[src/pkg/bcu_cfg_pkg.sv]
// Constants for the bus timing, refresh and configuration register bank.
// Assumes a 16-bit register port with full 32-bit physical addresses.
package bcu_cfg_pkg;
	// ----------------------------------------
	// Register addresses
	// ----------------------------------------
	localparam logic [31:0] ADDR_ACCESS_WAIT   = 32'h0B00000A;
	localparam logic [31:0] ADDR_BUS_ERROR     = 32'h0B00000C;
	localparam logic [31:0] ADDR_REFRESH_INT   = 32'h0B00000E;
	localparam logic [31:0] ADDR_REVISION      = 32'h0B000010;
	localparam logic [31:0] ADDR_REFRESH_CNT   = 32'h0B000012;
	localparam logic [31:0] ADDR_CLOCK_RATIO   = 32'h0B000014;
	localparam logic [31:0] ADDR_EXPANSION_CFG = 32'h0B000016;

	// ----------------------------------------
	// Widths and field positions
	// ----------------------------------------
	localparam int DATA_W      = 16;
	localparam int RFSH_W      = 14;
	localparam int WAIT_W      = 4;
	localparam int PROM_LSB    = 12;
	localparam int WIN_LSB     = 8;
	localparam int SYS_LSB     = 4;
	localparam int ROM_LSB     = 0;
	localparam int ERR_BIT     = 0;
	localparam int EROM_BIT    = 15;
	localparam int EDRAM_BIT   = 14;
	localparam int BMAP_LSB    = 12;
	localparam int EMEM_BIT    = 11;
	localparam int LCD_BUS_WIDTH_BIT   = 7;
	localparam int ID_LSB      = 12;
	localparam int MJ_LSB      = 8;
	localparam int MN_LSB      = 0;
	localparam int DIV2_BIT    = 15;
	localparam int DIV3_BIT    = 14;
	localparam int DIV4_BIT    = 13;
	localparam int CLOCK_SPEED_CODE_LSB   = 0;

	// ----------------------------------------
	// Reset values
	// ----------------------------------------
	localparam logic [RFSH_W-1:0] INTERVAL_RST = 14'h0200;
	localparam logic [RFSH_W-1:0] COUNT_RST    = 14'h0001;

	// ----------------------------------------
	// Wait code decode: cycles = base - step * code
	// ----------------------------------------
	localparam int PROM_BASE = 3;
	localparam int PROM_STEP = 1;
	localparam int PROM_MAX  = 2;
	localparam int LCD_BASE  = 8;
	localparam int LCD_STEP  = 2;
	localparam int LCD_MAX   = 3;
	localparam int FMEM_BASE = 8;
	localparam int FMEM_STEP = 1;
	localparam int FMEM_MAX  = 7;
	localparam int SYS_BASE  = 8;
	localparam int SYS_STEP  = 1;
	localparam int SYS_MAX   = 5;
	localparam int ROM_BASE  = 9;
	localparam int ROM_STEP  = 1;
	localparam int ROM_MAX   = 7;

	// ----------------------------------------
	// Bank map codes and bus widths
	// ----------------------------------------
	localparam logic [1:0] BMAP_ALL_ROM  = 2'h3;
	localparam logic [1:0] BMAP_HI_ROM   = 2'h2;
	localparam logic [1:0] BMAP_ALL_DRAM = 2'h0;
	localparam logic [5:0] WIDTH_WIDE    = 6'h20;
	localparam logic [5:0] WIDTH_NARROW  = 6'h10;

	// ----------------------------------------
	// Clock ratios, scaled by three to keep 21.33 whole
	// ----------------------------------------
	localparam logic [6:0] MULT_X3_DIV2 = 7'h60;
	localparam logic [6:0] MULT_X3_DIV3 = 7'h40;
	localparam logic [6:0] MULT_X3_DIV4 = 7'h30;
	localparam logic [6:0] MULT_X3_NONE = 7'h00;
	localparam logic [6:0] CORE_MULT    = 7'h40;
	localparam int         REF_CLK_KHZ  = 18432;
endpackage

[src/core/wait_decode.sv]
// Turns a wait code into a registered count of peripheral clocks.
// Assumes the code comes from a register on the same clock.
`timescale 1ns/1ps
`default_nettype none
module wait_decode #(
	parameter int W    = 3,
	parameter int BASE = 8,
	parameter int STEP = 1,
	parameter int MAXC = 7
) (
	// Clock and reset
	input  wire logic                            clock,
	input  wire logic                            rst,
	// Code in, cycles out
	input  wire logic [W-1:0]                    code,
	output logic      [bcu_cfg_pkg::WAIT_W-1:0] cycles,
	output logic                                 valid
);
	import bcu_cfg_pkg::*;

	typedef struct packed {
		logic [WAIT_W-1:0] cycles;
		logic              valid;
	} dec_s;

	dec_s st_ff, nxt_st;

	// Reserved codes report zero cycles and drop valid
	always_comb begin
		nxt_st = st_ff;
		nxt_st.valid = (int'(code) <= MAXC);
		nxt_st.cycles = nxt_st.valid ? WAIT_W'(BASE - STEP * int'(code)) : '0;
	end

	// State register
	always_ff @(posedge clock) begin
		if (rst) begin
			st_ff <= '0;
		end else begin
			st_ff <= nxt_st;
		end
	end

	assign cycles = st_ff.cycles;
	assign valid  = st_ff.valid;
endmodule
`default_nettype wire

[src/core/refresh_counter.sv]
// Down counter for DRAM refresh with reload and bus timeout detection.
// Assumes occupancy and completion inputs are on the same clock.
`timescale 1ns/1ps
`default_nettype none
module refresh_counter (
	// Clock and reset
	input  wire logic                            clock,
	input  wire logic                            rst,
	// Interval and software load
	input  wire logic [bcu_cfg_pkg::RFSH_W-1:0] interval,
	input  wire logic                            load_en,
	input  wire logic [bcu_cfg_pkg::RFSH_W-1:0] load_value,
	// Bus side
	input  wire logic                            refresh_done,
	input  wire logic                            bus_occupied,
	output logic      [bcu_cfg_pkg::RFSH_W-1:0] count,
	output logic                                 refresh_request,
	output logic                                 refresh_pending,
	output logic                                 bus_timeout
);
	import bcu_cfg_pkg::*;

	typedef struct packed {
		logic [RFSH_W-1:0] count;
		logic              pending;
	} rfc_s;

	rfc_s st_ff, nxt_st;

	always_comb begin
		nxt_st = st_ff;
		// Zero reloads
		// Counts regardless of service
		if (load_en) begin
			nxt_st.count = load_value;
		end else if (st_ff.count == '0) begin
			nxt_st.count = interval;
		end else begin
			nxt_st.count = st_ff.count - RFSH_W'(1);
		end
		// Lost refresh replaced
		nxt_st.pending = refresh_request | (st_ff.pending & ~refresh_done);
	end

	// State register
	always_ff @(posedge clock) begin
		if (rst) begin
			st_ff.count   <= COUNT_RST;
			st_ff.pending <= 1'b0;
		end else begin
			st_ff <= nxt_st;
		end
	end

	assign count           = st_ff.count;
	assign refresh_pending = st_ff.pending;
	assign refresh_request = (st_ff.count == '0);
	// Unserved request times out
	assign bus_timeout     = refresh_request & st_ff.pending & ~refresh_done & bus_occupied;
endmodule
`default_nettype wire

[src/core/bus_timing_refresh_config_regs.sv]
// Register bank for bus wait timing, bus error status, refresh and expansion setup.
// Assumes a one-cycle strobe register port and same-clock bus status inputs;
// the wide bus mode pin and clock straps arrive asynchronously.
//
// What this block does
// Page ROM code 10,01,00 gives 1,2,3 clocks; 11 reserved.
// Window code gives 2..8 clocks for LCD, 1..8 for fast memory.
// System bus code 101..000 gives 3..8 clocks; 110,111 reserved.
// ROM code 111..000 gives 2..9 clocks.
// Page ROM wait applies only to banks with page ROM enabled.
// Reserved bits read zero; software writes zero.
// Error flag reads one after a bus error; writing one clears it.
// Every bus error request sets the error flag.
// Fourteen-bit interval holds refresh period in peripheral clocks.
// Counter at zero requests refresh and reloads from interval.
// Counter keeps running whether or not refresh happened.
// Unserved request at next zero while bus occupied is a timeout.
// A timeout costs exactly one refresh cycle.
// Revision register shows id, major and minor fields.
// Software must not characterise parts by revision numbers.
// Peripheral clock multiplier chosen by whichever divider flag is zero.
// Core clock is reference over speed code times 64.
// Size bits select 64 or 32 Mbit ROM, 64 or 16 Mbit DRAM.
// Bank map: 11 all ROM, 10 upper ROM, 00 all DRAM.
// Expansion memory access allowed only while its enable is set.
// LCD bus 32 or 16 bits; fast memory stays 16 bits.
// Expansion register writable only in wide bus mode.
// Window select steers window to fast memory or LCD.
// Page ROM enable picks page ROM or ordinary ROM per bank.
// Hold timeout enable gates timeout detection during bus hold.
// A new error beats a simultaneous clear.
//
// The address-and-strobe port was left to the implementer.
`timescale 1ns/1ps
`default_nettype none
module bus_timing_refresh_config_regs #(
	// Arbitrary identification values
	parameter logic [3:0] PROCESSOR_ID = 4'h5,
	parameter logic [3:0] MAJOR_REV    = 4'h1,
	parameter logic [3:0] MINOR_REV    = 4'h0
) (
	// Clock and reset
	input  wire logic                                  clock,
	input  wire logic                                  rst,
	// Register port
	input  wire logic [31:0]                           reg_addr,
	input  wire logic [bcu_cfg_pkg::DATA_W-1:0]       reg_wdata,
	input  wire logic                                  reg_wr,
	input  wire logic                                  reg_rd,
	output logic      [bcu_cfg_pkg::DATA_W-1:0]       reg_rdata,
	// Bus status from the cycle generator
	input  wire logic                                  bus_error_event,
	input  wire logic                                  sysbus_busy,
	input  wire logic                                  window_busy,
	input  wire logic                                  hold_active,
	input  wire logic                                  refresh_done,
	// Mode bits from other control registers
	input  wire logic                                  window_select,
	input  wire logic [1:0]                            page_rom_enable,
	input  wire logic                                  hold_timeout_enable,
	// Pins and clock straps
	input  wire logic                                  wide_bus_mode,
	input  wire logic [4:0]                            clock_speed_code,
	input  wire logic                                  divide_by_two_flag,
	input  wire logic                                  divide_by_three_flag,
	input  wire logic                                  divide_by_four_flag,
	// Wait counts
	output logic      [bcu_cfg_pkg::WAIT_W-1:0]       rom_bank0_wait,
	output logic      [bcu_cfg_pkg::WAIT_W-1:0]       rom_bank1_wait,
	output logic      [bcu_cfg_pkg::WAIT_W-1:0]       window_wait_cycles,
	output logic      [bcu_cfg_pkg::WAIT_W-1:0]       sysbus_wait_cycles,
	output logic                                       wait_codes_valid,
	// Refresh and errors
	output logic                                       refresh_request,
	output logic                                       bus_timeout,
	output logic                                       bus_error_flag,
	// Expansion and widths
	output logic                                       expansion_rom_size,
	output logic                                       expansion_dram_size,
	output logic                                       bank3_is_rom,
	output logic                                       bank2_is_rom,
	output logic                                       bank_map_valid,
	output logic                                       expansion_access_allowed,
	output logic      [5:0]                            window_data_width,
	// Clock ratios
	output logic      [6:0]                            peripheral_clock_mult_x3,
	output logic      [6:0]                            core_clock_mult
);
	import bcu_cfg_pkg::*;

	// ----------------------------------------
	// State
	// ----------------------------------------
	typedef struct packed {
		logic [1:0]        page_rom_wait;
		logic [2:0]        window_wait;
		logic [2:0]        sysbus_wait;
		logic [2:0]        rom_wait;
		logic              bus_error_flag;
		logic [RFSH_W-1:0] interval;
		logic              exp_rom_size;
		logic              exp_dram_size;
		logic [1:0]        bank_map;
		logic              exp_enable;
		logic              lcd_bus_width;
		logic [DATA_W-1:0] rdata;
		logic [8:0]        pin_s1;
		logic [8:0]        pin_s2;
		logic [6:0]        pclk_mult;
	} regs_s;

	regs_s st_ff, nxt_st;

	logic [RFSH_W-1:0] refresh_count;
	logic              refresh_pending;
	logic              bus_occupied;
	logic              wide_sync;
	logic              wr_cnt;
	logic [WAIT_W-1:0] prom_cyc;
	logic [WAIT_W-1:0] lcd_cyc;
	logic [WAIT_W-1:0] fmem_cyc;
	logic [WAIT_W-1:0] rom_cyc;
	logic              prom_ok;
	logic              lcd_ok;
	logic              fmem_ok;
	logic              sys_ok;
	logic              rom_ok;

	assign wide_sync = st_ff.pin_s2[8];
	assign wr_cnt    = reg_wr & (reg_addr == ADDR_REFRESH_CNT);

	// ----------------------------------------
	// Wait decoders
	// ----------------------------------------
	// Page ROM decode
	wait_decode #(.W(2), .BASE(PROM_BASE), .STEP(PROM_STEP), .MAXC(PROM_MAX)) u_prom (
		.clock(clock), .rst(rst), .code(st_ff.page_rom_wait), .cycles(prom_cyc), .valid(prom_ok));
	// Window decode, LCD use
	wait_decode #(.W(3), .BASE(LCD_BASE), .STEP(LCD_STEP), .MAXC(LCD_MAX)) u_lcd (
		.clock(clock), .rst(rst), .code(st_ff.window_wait), .cycles(lcd_cyc), .valid(lcd_ok));
	// Window decode, fast memory use
	wait_decode #(.W(3), .BASE(FMEM_BASE), .STEP(FMEM_STEP), .MAXC(FMEM_MAX)) u_fmem (
		.clock(clock), .rst(rst), .code(st_ff.window_wait), .cycles(fmem_cyc), .valid(fmem_ok));
	// System bus decode
	wait_decode #(.W(3), .BASE(SYS_BASE), .STEP(SYS_STEP), .MAXC(SYS_MAX)) u_sys (
		.clock(clock), .rst(rst), .code(st_ff.sysbus_wait), .cycles(sysbus_wait_cycles), .valid(sys_ok));
	// Ordinary ROM decode
	wait_decode #(.W(3), .BASE(ROM_BASE), .STEP(ROM_STEP), .MAXC(ROM_MAX)) u_rom (
		.clock(clock), .rst(rst), .code(st_ff.rom_wait), .cycles(rom_cyc), .valid(rom_ok));

	// ----------------------------------------
	// Refresh counter
	// ----------------------------------------
	// Hold counts only when enabled
	assign bus_occupied = sysbus_busy | window_busy | (hold_active & hold_timeout_enable);

	refresh_counter u_rfc (
		.clock           (clock),
		.rst             (rst),
		.interval        (st_ff.interval),
		.load_en         (wr_cnt),
		.load_value      (reg_wdata[RFSH_W-1:0]),
		.refresh_done    (refresh_done),
		.bus_occupied    (bus_occupied),
		.count           (refresh_count),
		.refresh_request (refresh_request),
		.refresh_pending (refresh_pending),
		.bus_timeout     (bus_timeout)
	);

	// ----------------------------------------
	// Next state
	// ----------------------------------------
	always_comb begin
		nxt_st = st_ff;
		// Two-stage sync of pin and straps
		nxt_st.pin_s1 = {wide_bus_mode, divide_by_two_flag, divide_by_three_flag,
			divide_by_four_flag, clock_speed_code};
		nxt_st.pin_s2 = st_ff.pin_s1;
		// First zero divider flag wins
		if (!st_ff.pin_s2[7]) begin
			nxt_st.pclk_mult = MULT_X3_DIV2;
		end else if (!st_ff.pin_s2[6]) begin
			nxt_st.pclk_mult = MULT_X3_DIV3;
		end else if (!st_ff.pin_s2[5]) begin
			nxt_st.pclk_mult = MULT_X3_DIV4;
		end else begin
			nxt_st.pclk_mult = MULT_X3_NONE;
		end
		// Writes keep only defined fields
		if (reg_wr && reg_addr == ADDR_ACCESS_WAIT) begin
			nxt_st.page_rom_wait = reg_wdata[PROM_LSB +: 2];
			nxt_st.window_wait   = reg_wdata[WIN_LSB +: 3];
			nxt_st.sysbus_wait   = reg_wdata[SYS_LSB +: 3];
			nxt_st.rom_wait      = reg_wdata[ROM_LSB +: 3];
		end
		// Refresh period store
		if (reg_wr && reg_addr == ADDR_REFRESH_INT) begin
			nxt_st.interval = reg_wdata[RFSH_W-1:0];
		end
		// Only in wide bus mode
		if (reg_wr && reg_addr == ADDR_EXPANSION_CFG && wide_sync) begin
			nxt_st.exp_rom_size  = reg_wdata[EROM_BIT];
			nxt_st.exp_dram_size = reg_wdata[EDRAM_BIT];
			nxt_st.bank_map      = reg_wdata[BMAP_LSB +: 2];
			nxt_st.exp_enable    = reg_wdata[EMEM_BIT];
			nxt_st.lcd_bus_width = reg_wdata[LCD_BUS_WIDTH_BIT];
		end
		// Write one clears
		if (reg_wr && reg_addr == ADDR_BUS_ERROR && reg_wdata[ERR_BIT]) begin
			nxt_st.bus_error_flag = 1'b0;
		end
		// Error set wins
		if (bus_error_event || bus_timeout) begin
			nxt_st.bus_error_flag = 1'b1;
		end
		// Read data stands one cycle only
		nxt_st.rdata = '0;
		if (reg_rd) begin
			case (reg_addr)
				ADDR_ACCESS_WAIT: begin
					nxt_st.rdata[PROM_LSB +: 2] = st_ff.page_rom_wait;
					nxt_st.rdata[WIN_LSB +: 3]  = st_ff.window_wait;
					nxt_st.rdata[SYS_LSB +: 3]  = st_ff.sysbus_wait;
					nxt_st.rdata[ROM_LSB +: 3]  = st_ff.rom_wait;
				end
				ADDR_BUS_ERROR: begin
					nxt_st.rdata[ERR_BIT] = st_ff.bus_error_flag;
				end
				ADDR_REFRESH_INT: begin
					nxt_st.rdata[RFSH_W-1:0] = st_ff.interval;
				end
				// Revision fields
				ADDR_REVISION: begin
					nxt_st.rdata[ID_LSB +: 4] = PROCESSOR_ID;
					nxt_st.rdata[MJ_LSB +: 4] = MAJOR_REV;
					nxt_st.rdata[MN_LSB +: 4] = MINOR_REV;
				end
				ADDR_REFRESH_CNT: begin
					nxt_st.rdata[RFSH_W-1:0] = refresh_count;
				end
				// Speed code and divider flags
				ADDR_CLOCK_RATIO: begin
					nxt_st.rdata[DIV2_BIT]      = st_ff.pin_s2[7];
					nxt_st.rdata[DIV3_BIT]      = st_ff.pin_s2[6];
					nxt_st.rdata[DIV4_BIT]      = st_ff.pin_s2[5];
					nxt_st.rdata[CLOCK_SPEED_CODE_LSB +: 5] = st_ff.pin_s2[4:0];
				end
				ADDR_EXPANSION_CFG: begin
					nxt_st.rdata[EROM_BIT]      = st_ff.exp_rom_size;
					nxt_st.rdata[EDRAM_BIT]     = st_ff.exp_dram_size;
					nxt_st.rdata[BMAP_LSB +: 2] = st_ff.bank_map;
					nxt_st.rdata[EMEM_BIT]      = st_ff.exp_enable;
					nxt_st.rdata[LCD_BUS_WIDTH_BIT]     = st_ff.lcd_bus_width;
				end
				default: begin
					nxt_st.rdata = '0;
				end
			endcase
		end
	end

	// State register
	always_ff @(posedge clock) begin
		if (rst) begin
			st_ff          <= '0;
			st_ff.interval <= INTERVAL_RST;
		end else begin
			st_ff <= nxt_st;
		end
	end

	// ----------------------------------------
	// Outputs
	// ----------------------------------------
	assign reg_rdata      = st_ff.rdata;
	assign bus_error_flag = st_ff.bus_error_flag;
	// Page ROM wait only where enabled
	assign rom_bank0_wait = page_rom_enable[0] ? prom_cyc : rom_cyc;
	assign rom_bank1_wait = page_rom_enable[1] ? prom_cyc : rom_cyc;
	// Window steering
	assign window_wait_cycles = window_select ? fmem_cyc : lcd_cyc;
	assign wait_codes_valid   = prom_ok & rom_ok & sys_ok & (window_select ? fmem_ok : lcd_ok);
	// Size selects
	assign expansion_rom_size  = st_ff.exp_rom_size;
	assign expansion_dram_size = st_ff.exp_dram_size;
	// Bank map decode
	assign bank3_is_rom   = (st_ff.bank_map == BMAP_ALL_ROM) | (st_ff.bank_map == BMAP_HI_ROM);
	assign bank2_is_rom   = (st_ff.bank_map == BMAP_ALL_ROM);
	assign bank_map_valid = st_ff.bank_map inside {BMAP_ALL_ROM, BMAP_HI_ROM, BMAP_ALL_DRAM};
	// Expansion gate
	assign expansion_access_allowed = st_ff.exp_enable;
	// LCD width; fast memory fixed narrow
	assign window_data_width = (!window_select && st_ff.lcd_bus_width) ? WIDTH_WIDE : WIDTH_NARROW;
	assign peripheral_clock_mult_x3 = st_ff.pclk_mult;
	assign core_clock_mult          = CORE_MULT;
endmodule
`default_nettype wire

[config.mk]
export PLATFORM = sky130hd
export DESIGN_NAME = bus_timing_refresh_config_regs
export DESIGN_NICKNAME = d
export VERILOG_FILES = /design/src/pkg/bcu_cfg_pkg.sv /design/src/core/wait_decode.sv /design/src/core/refresh_counter.sv /design/src/core/bus_timing_refresh_config_regs.sv
export SDC_FILE = /design/constraint.sdc
export NUM_CORES = 1
export LEC_CHECK = 0
export ABC_AREA = 0
export BUFFER_PORTS_ARGS = -buffer_cell sky130_fd_sc_hd__buf_2
export CAP_MARGIN = 20
export CORE_UTILIZATION = 57
export CTS_CLUSTER_DIAMETER = 40
export CTS_CLUSTER_SIZE = 40
export DETAILED_ROUTE_END_ITERATION = 16
export PLACE_DENSITY_LB_ADDON = 0.08
export SYNTH_ARGS = -nofsm -noshare
export SYNTH_HDL_FRONTEND = slang
export SYNTH_HIERARCHICAL = 1
export SYNTH_SLANG_ARGS = --single-unit
[constraint.sdc]
create_clock -name clock -period 4.95 [get_ports clock]
set_input_delay 0.495 -clock clock [delete_from_list [all_inputs] [get_ports clock]]
set_output_delay 0.495 -clock clock [all_outputs]
set_load 0.01 [all_outputs]
==> flow_summary.ini, run 1 <==
[clocking]
cts_setup_buffers = 0
hold_buffers = 0
cts_made_buffers = 9
cts-root-buf = clkbuf_8
clk_pin_slew_ns = 0.10
htree_levels = 3
worst_skew_pair.late_latency_ns = 0.37
cts.sinks = 106
clk_path_buf_depth = 2
ctsResizeCount = 0
cts_tree = done

[synth]
synth_cells = 528
synth_ff_type = dfxtp_1
synth_area_um2 = 4980
yosys-top-cells-area = dfxtp_1, mux2i_1, buf_4
ys_ff_latch = 106
syn_avg_cell_area_um2 = 9.43
yosysUniqueCellTypes = 70
yosysTopAreaCell = dfxtp_1
async_flop_share_pct = 0
ys_seq_area_share_pct = 42.6
ys_warn_count = 6
netlist.area_leader.share_pct = 42.6
synth_edf_count = 0

[sta]
drv_slew = 0
clock_skew_ns = 0.0120
fin_tns_setup_ns = 0
hold_viol_final = 0
finalSetupViolCount = 0
relSlewSlack_pct = 35.7
fin_crit_sh_pct = 58.6
rsz0062_at_grt = no
worst_pin_slew_ns = 0.961
clock.fmax_mhz = 345
timing.hold.ws_ns = 0.334
fin_crit_ns = 2.90

[placement]
io_buffers = 116
place_congestion = 0.986
post-dp-hpwl_um = 8690

[worst_hold_path]
min_path_cells = 2
hold_class = input pin to register

[global_route]
antenna_found_initial = 0
grt_use_total_pct = 25.4
grt-ovfl-total = 0
grt_max_degree = 58
grt_pass1_vias = 3593
grt_pass1_wl_um = 17600

[detailed_routing]
ant_nets = 0
routedWlPerCell_um = 16.0
drt-initial-drc-count = 330
num_vias = 4024
drtPass1Iterations = 5
drc = 0
vias_per_cell = 5.55
wl_um = 11600

[critical_path]
required_ns = 4.45
critical_path.slowest_cell = nor4b_4
start_kind = register
r2r_cells = 7
crit_cells = 6
cp_num_buf_inv = 2
cp.arrival_ns = 2.41
path_max_fanout = 10
crit_chain = inv_1 > ha_1 > nor4b_4 > nand4_2 > nor3_1 > buf_2
max_stage_delay_ns = 0.40
setup.worst_path.class = register to output port
path_delay_family = simple AND/OR/NAND/NOR gates
endpoint_kind = output port

[pwr]
p_leak_nw = 2.43
powerDensity_nw_per_um2 = 356
p_total_mw = 1.99
vdd_drop_max_mv = 0.285

[floorplanning]
coreArea_um2 = 8340
start_util_pct = 59.7
design.portCount = 132
die_area_um2 = 9120
die_y_um = 95.5
num_rows = 33
die_x_um = 95.5

[final_layout]
layout-drive-gt1-share_pct = 28.4
syn_to_final_growth_pct = 12.2
fin_nets = 692
diodes = 0
utilization_pct = 67.0

[flow_run]
max_cap_viol_count = 0

[status]
run_status = complete, no violations
worst paths after layout:
kind | startpoint | endpoint | slack [ns]
setup / recovery | u_rfc/count[0] | bus_timeout | 2.05
setup reg to reg | u_rfc/count[0] | u_rfc/count[10] | 2.73
hold reg to reg | nxt_st[12] | st_ff[12] | 0.44
hold / removal | clock_speed_code[3] | nxt_st[10] | 0.33
kinds of logic after synthesis:
kind of cell    share of synthesized area [%]
compound gates                           11.1
simple gates                             22.8
buf+inv                                  8.97
fa+ha+maj                                1.76
other cells                             0.301
xor+xnor                                0.879
flops                                    42.6
mux                                      11.6
metrics by stage:
| stage | setup slack [ns] | cell area (µm²) | instances |
|---|---|---|---|
| detailed placement | 1.89 | 5390 | 709 |
| floorplan | 2.67 | 5030 | 542 |
| CTS | 2.05 | 5590 | 725 |
| finish | 2.05 | 5590 | 725 |
| global placement | 2.02 | 5390 | 709 |
| global route | 1.88 | 5590 | 725 |
registers in the layout, indices dropped and copies added (netlist names), 2 cells and up:
register                  count
nxt_st                        9
u_rom/cycles                  4
peripheral_clock_mult_x3      3
u_sys/cycles                  4
u_rfc/count                  14
u_lcd/cycles                  3
u_prom/cycles                 2
st_ff                        37
u_fmem/cycles                 4
reg_rdata                    16
placed cells by master, fill, tap and decap left out, types with 6 or more instances in the layout:
cell type	count
nor2_1	65
nand3_1	7
mux2i_1	41
mux2_2	15
a21oi_1	21
conb_1	18
dfxtp_1	106
nor3_1	22
ha_1	7
buf_2	116
nor2b_1	24
a22oi_1	11
nand2b_1	8
o21ai_0	12
nand4_1	6
clkbuf_8	10
inv_1	20
nand2_1	22
synthesized netlist by cell type (3+ instances only):
cell type and number:
dfxtp_1 106, nand4_2 3, mux2_2 15, nand4_1 6
nor2_1 65, o21ai_0 12, buf_4 37, a211oi_1 3
a21oi_1 21, nor4_2 4, nand3_1 7, xor2_1 5
clkbuf_1 15, ha_1 7, o211ai_1 3, conb_1 4
a22oi_1 11, nor2b_1 24, a31oi_1 5, inv_1 20
mux2i_1 41, and3_1 3, nand2b_1 8, a221oi_1 3
nand2_1 22, o31ai_1 3, nor3_1 22
cell type report:
type                       count  area (µm²)
fill                         722        2750
multi-input combinational    359        2460
sequential                   106        2120
timing repair buffer         118         596
clock buffer                  10         138
tap                          105         131
inverter                      21        80.1
clock inverter                 6        57.6
power breakdown:
part	internal (mW)	total (mW)	switching, mW
Clock	0.208	0.512	0.304
Sequential	0.909	0.985	0.0762
Combinational	0.209	0.492	0.283
worst reg2reg max path, stage by stage (launching register included):
cell and delay, ns:
dfxtp_1 0.37, inv_1 0.09, ha_1 0.27, nor4b_4 0.40, nand4_2 0.36, clkinv_2 0.25
a21oi_1 0.12, a221oi_2 0.28
routing by layer:
metal  vias up  routed length [µm]  GRT usage (%)
met2       183                5300           40.7
li1       1970                   -              -
met5         -                   0              0
met1      1844                5160           33.7
met3        27                 865           5.90
met4         0                 293           8.21
No activity file was read; power rests on OpenSTA's default activity.
==> inputs of run 2 (changes only) <==
--- a/config.mk
+++ b/config.mk
@@ -8,7 +8,7 @@
 export ABC_AREA = 0
 export BUFFER_PORTS_ARGS = -buffer_cell sky130_fd_sc_hd__buf_2
 export CAP_MARGIN = 20
-export CORE_UTILIZATION = 57
+export CORE_UTILIZATION = 48
 export CTS_CLUSTER_DIAMETER = 40
 export CTS_CLUSTER_SIZE = 40
 export DETAILED_ROUTE_END_ITERATION = 16
==> constraint.sdc (replaced) <==
create_clock -name clock -period 2.65 [get_ports clock]
set_input_delay 0.265 -clock clock [delete_from_list [all_inputs] [get_ports clock]]
set_output_delay 0.265 -clock clock [all_outputs]
set_load 0.01 [all_outputs]
==> run 2 against run 1 <==
- setup slack got worse by 1.9 ns
- largest cell class unchanged
- die area up 18%
- hold slack worse by 0.25 ns
- sequential share of layout area is 0.95 points lower
- clock skew decreased by 0.0030 ns
- final area increased by 2.6%
- sequential cell count unchanged
- cell count is 5.8% higher
- first-iteration DRC count down 28%
- global-route usage is 1.7 points lower
- critical path depth unchanged
- sequential power increased by 88%
==> flow_summary.ini, run 2 (synthesized netlist as in run 1, its figures left out) <==
[status]
run_status = complete, no violations

[final_layout]
layout-drive-gt1-share_pct = 30.0
largest_register_ffs = 37
diodes = 0
regMostFlops = st_ff
layout_commonest_cell = buf_2
syn_to_final_growth_pct = 15.1
final_cell_mix = buf_2, dfxtp_1, nor2_1
layout.cells.non_filler = 767
fin_nets = 706
fin_area_um2 = 5730

[placement]
dp_worst_setup_slack_ns = 0.234
place_area_um2 = 5510
dp_cells = 748
io_buffers = 116
post-dp-hpwl_um = 9410
place_congestion = 0.882

[global_route]
grt-ovfl-total = 0
grt_max_degree = 40
grt_pass1_wl_um = 20100
grt_pass1_vias = 3848
antenna_found_initial = 0
grt_use_total_pct = 23.7

[critical_path]
critical_path.slowest_cell = dfxtp_1
start_kind = register
r2r_cells = 7
crit_chain = inv_1 > ha_1 > nor4b_4 > nand4_4 > nor3_2 > buf_2
max_stage_delay_ns = 0.38
critPathCapture = bus_timeout
crit_cells = 6
endpoint_kind = output port
cp_num_buf_inv = 2
path_delay_family = simple AND/OR/NAND/NOR gates
setup.worst_path.class = register to output port
reg2reg_from = u_rfc/count[0]
r2r_setup_slack_ns = 0.62
timing.rr.end = u_rfc/count[10]
cp.arrival_ns = 2.21
path_max_fanout = 10
worstSetupStartpoint = u_rfc/count[0]
required_ns = 2.38

[floorplanning]
design.portCount = 132
die_y_um = 104
die_area_um2 = 10800
die_x_um = 104
start_util_pct = 50.3
num_rows = 36
coreArea_um2 = 9910

[sta]
finalSetupViolCount = 0
relSlewSlack_pct = 59.3
clock.fmax_mhz = 404
worst_pin_slew_ns = 0.606
hold_viol_final = 0
clock_skew_ns = 0.00901
fin_crit_ns = 2.48
fin_crit_sh_pct = 93.5
timing.final.ws_setup_ns = 0.173
drv_slew = 0

[detailed_routing]
drc = 0
drtPass1Iterations = 5
num_vias = 4062
vias_per_cell = 5.30
routedWlPerCell_um = 16.3
wl_um = 12500
ant_nets = 0
drt-initial-drc-count = 236

[pwr]
vdd_drop_max_mv = 0.287
powerDensity_nw_per_um2 = 665
p_leak_nw = 2.49

[clocking]
cts_tree = done
clk_path_buf_depth = 2
worst_skew_pair.late_latency_ns = 0.38
cts-root-buf = clkbuf_8
hold_buffers = 0
cts_made_buffers = 9
htree_levels = 3
clk_pin_slew_ns = 0.11
cts.sinks = 106

[flow_run]
max_cap_viol_count = 0

[worst_hold_path]
hold_class = input pin to register
run 2: changes by cell type in the layout (fill, tap and decap cells not counted), sizes merged:
cell	change
buf	+14
clkinv	+2
clkinvlp	-2
run 2: timing repair:
action,CTS,global route
endpoints found under the setup margin,1,1
gates resized for setup,1,1
hold endpoints to repair,0,0
buffers inserted,0,3
run 2: cell type report:
class	instances	area, µm²
inverter	21	80.1
sequential	106	2120
tap	133	166
multi-input combinational	359	2480
timing repair buffer	132	701
clock inverter	6	57.6
clock buffer	10	128
fill	936	4180
run 2: worst min-delay path by stage:
stage / startpoint / end / slack [ns] / cells past startpoint
6_report: wide_bus_mode / nxt_st[15] / 0.08 / 2
5_1_grt: wide_bus_mode / nxt_st[15] / 0.06 / 2
4_1_cts: wide_bus_mode / nxt_st[15] / 0.07 / 2
3_5_place_dp: nxt_st[13] / st_ff[13] / 0.43 / 1
3_3_place_gp: st_ff[62] / u_rom/cycles[0] / 0.42 / 1
2_1_floorplan: rst / u_fmem/valid / 0.32 / 1
run 2: per-layer routing:
metal  track usage, %  share of wire, %
met5                0                 0
met4             8.88               1.6
met2             36.4                45
met1             33.3                47
met3             4.14               6.4
run 2: power by group:
| part | leakage [nW] | internal [mW] | switching, mW |
|---|---|---|---|
| combinational | 1.53 | 0.457 | 0.555 |
| clock | 0.0949 | 0.364 | 0.591 |
| sequential | 0.865 | 1.70 | 0.148 |
| total | 2.49 | 2.52 | 1.30 |
run 2: worst reg2reg max path, cell delays in order (launching register included):
cell and delay [ns]:
dfxtp_1 0.38, inv_1 0.10, ha_1 0.28, nor4b_4 0.38, nand4_4 0.27, clkinv_2 0.21, a21oi_1 0.11, a221oi_2 0.23
run 2: stage by stage:
stage | hold WS (ns) | power [mW] | TNS (ns) | utilization (%)
2_1_floorplan | 0.322 | 2.52 | 0 | -
3_3_place_gp | 0.417 | 2.82 | 0 | 55.6
3_5_place_dp | 0.428 | 2.82 | 0 | 55.6
4_1_cts | 0.0721 | 3.79 | 0 | 57.6
5_1_grt | 0.0631 | 4.01 | -0.000439 | 57.9
6_report | 0.0809 | 3.81 | 0 | 57.9
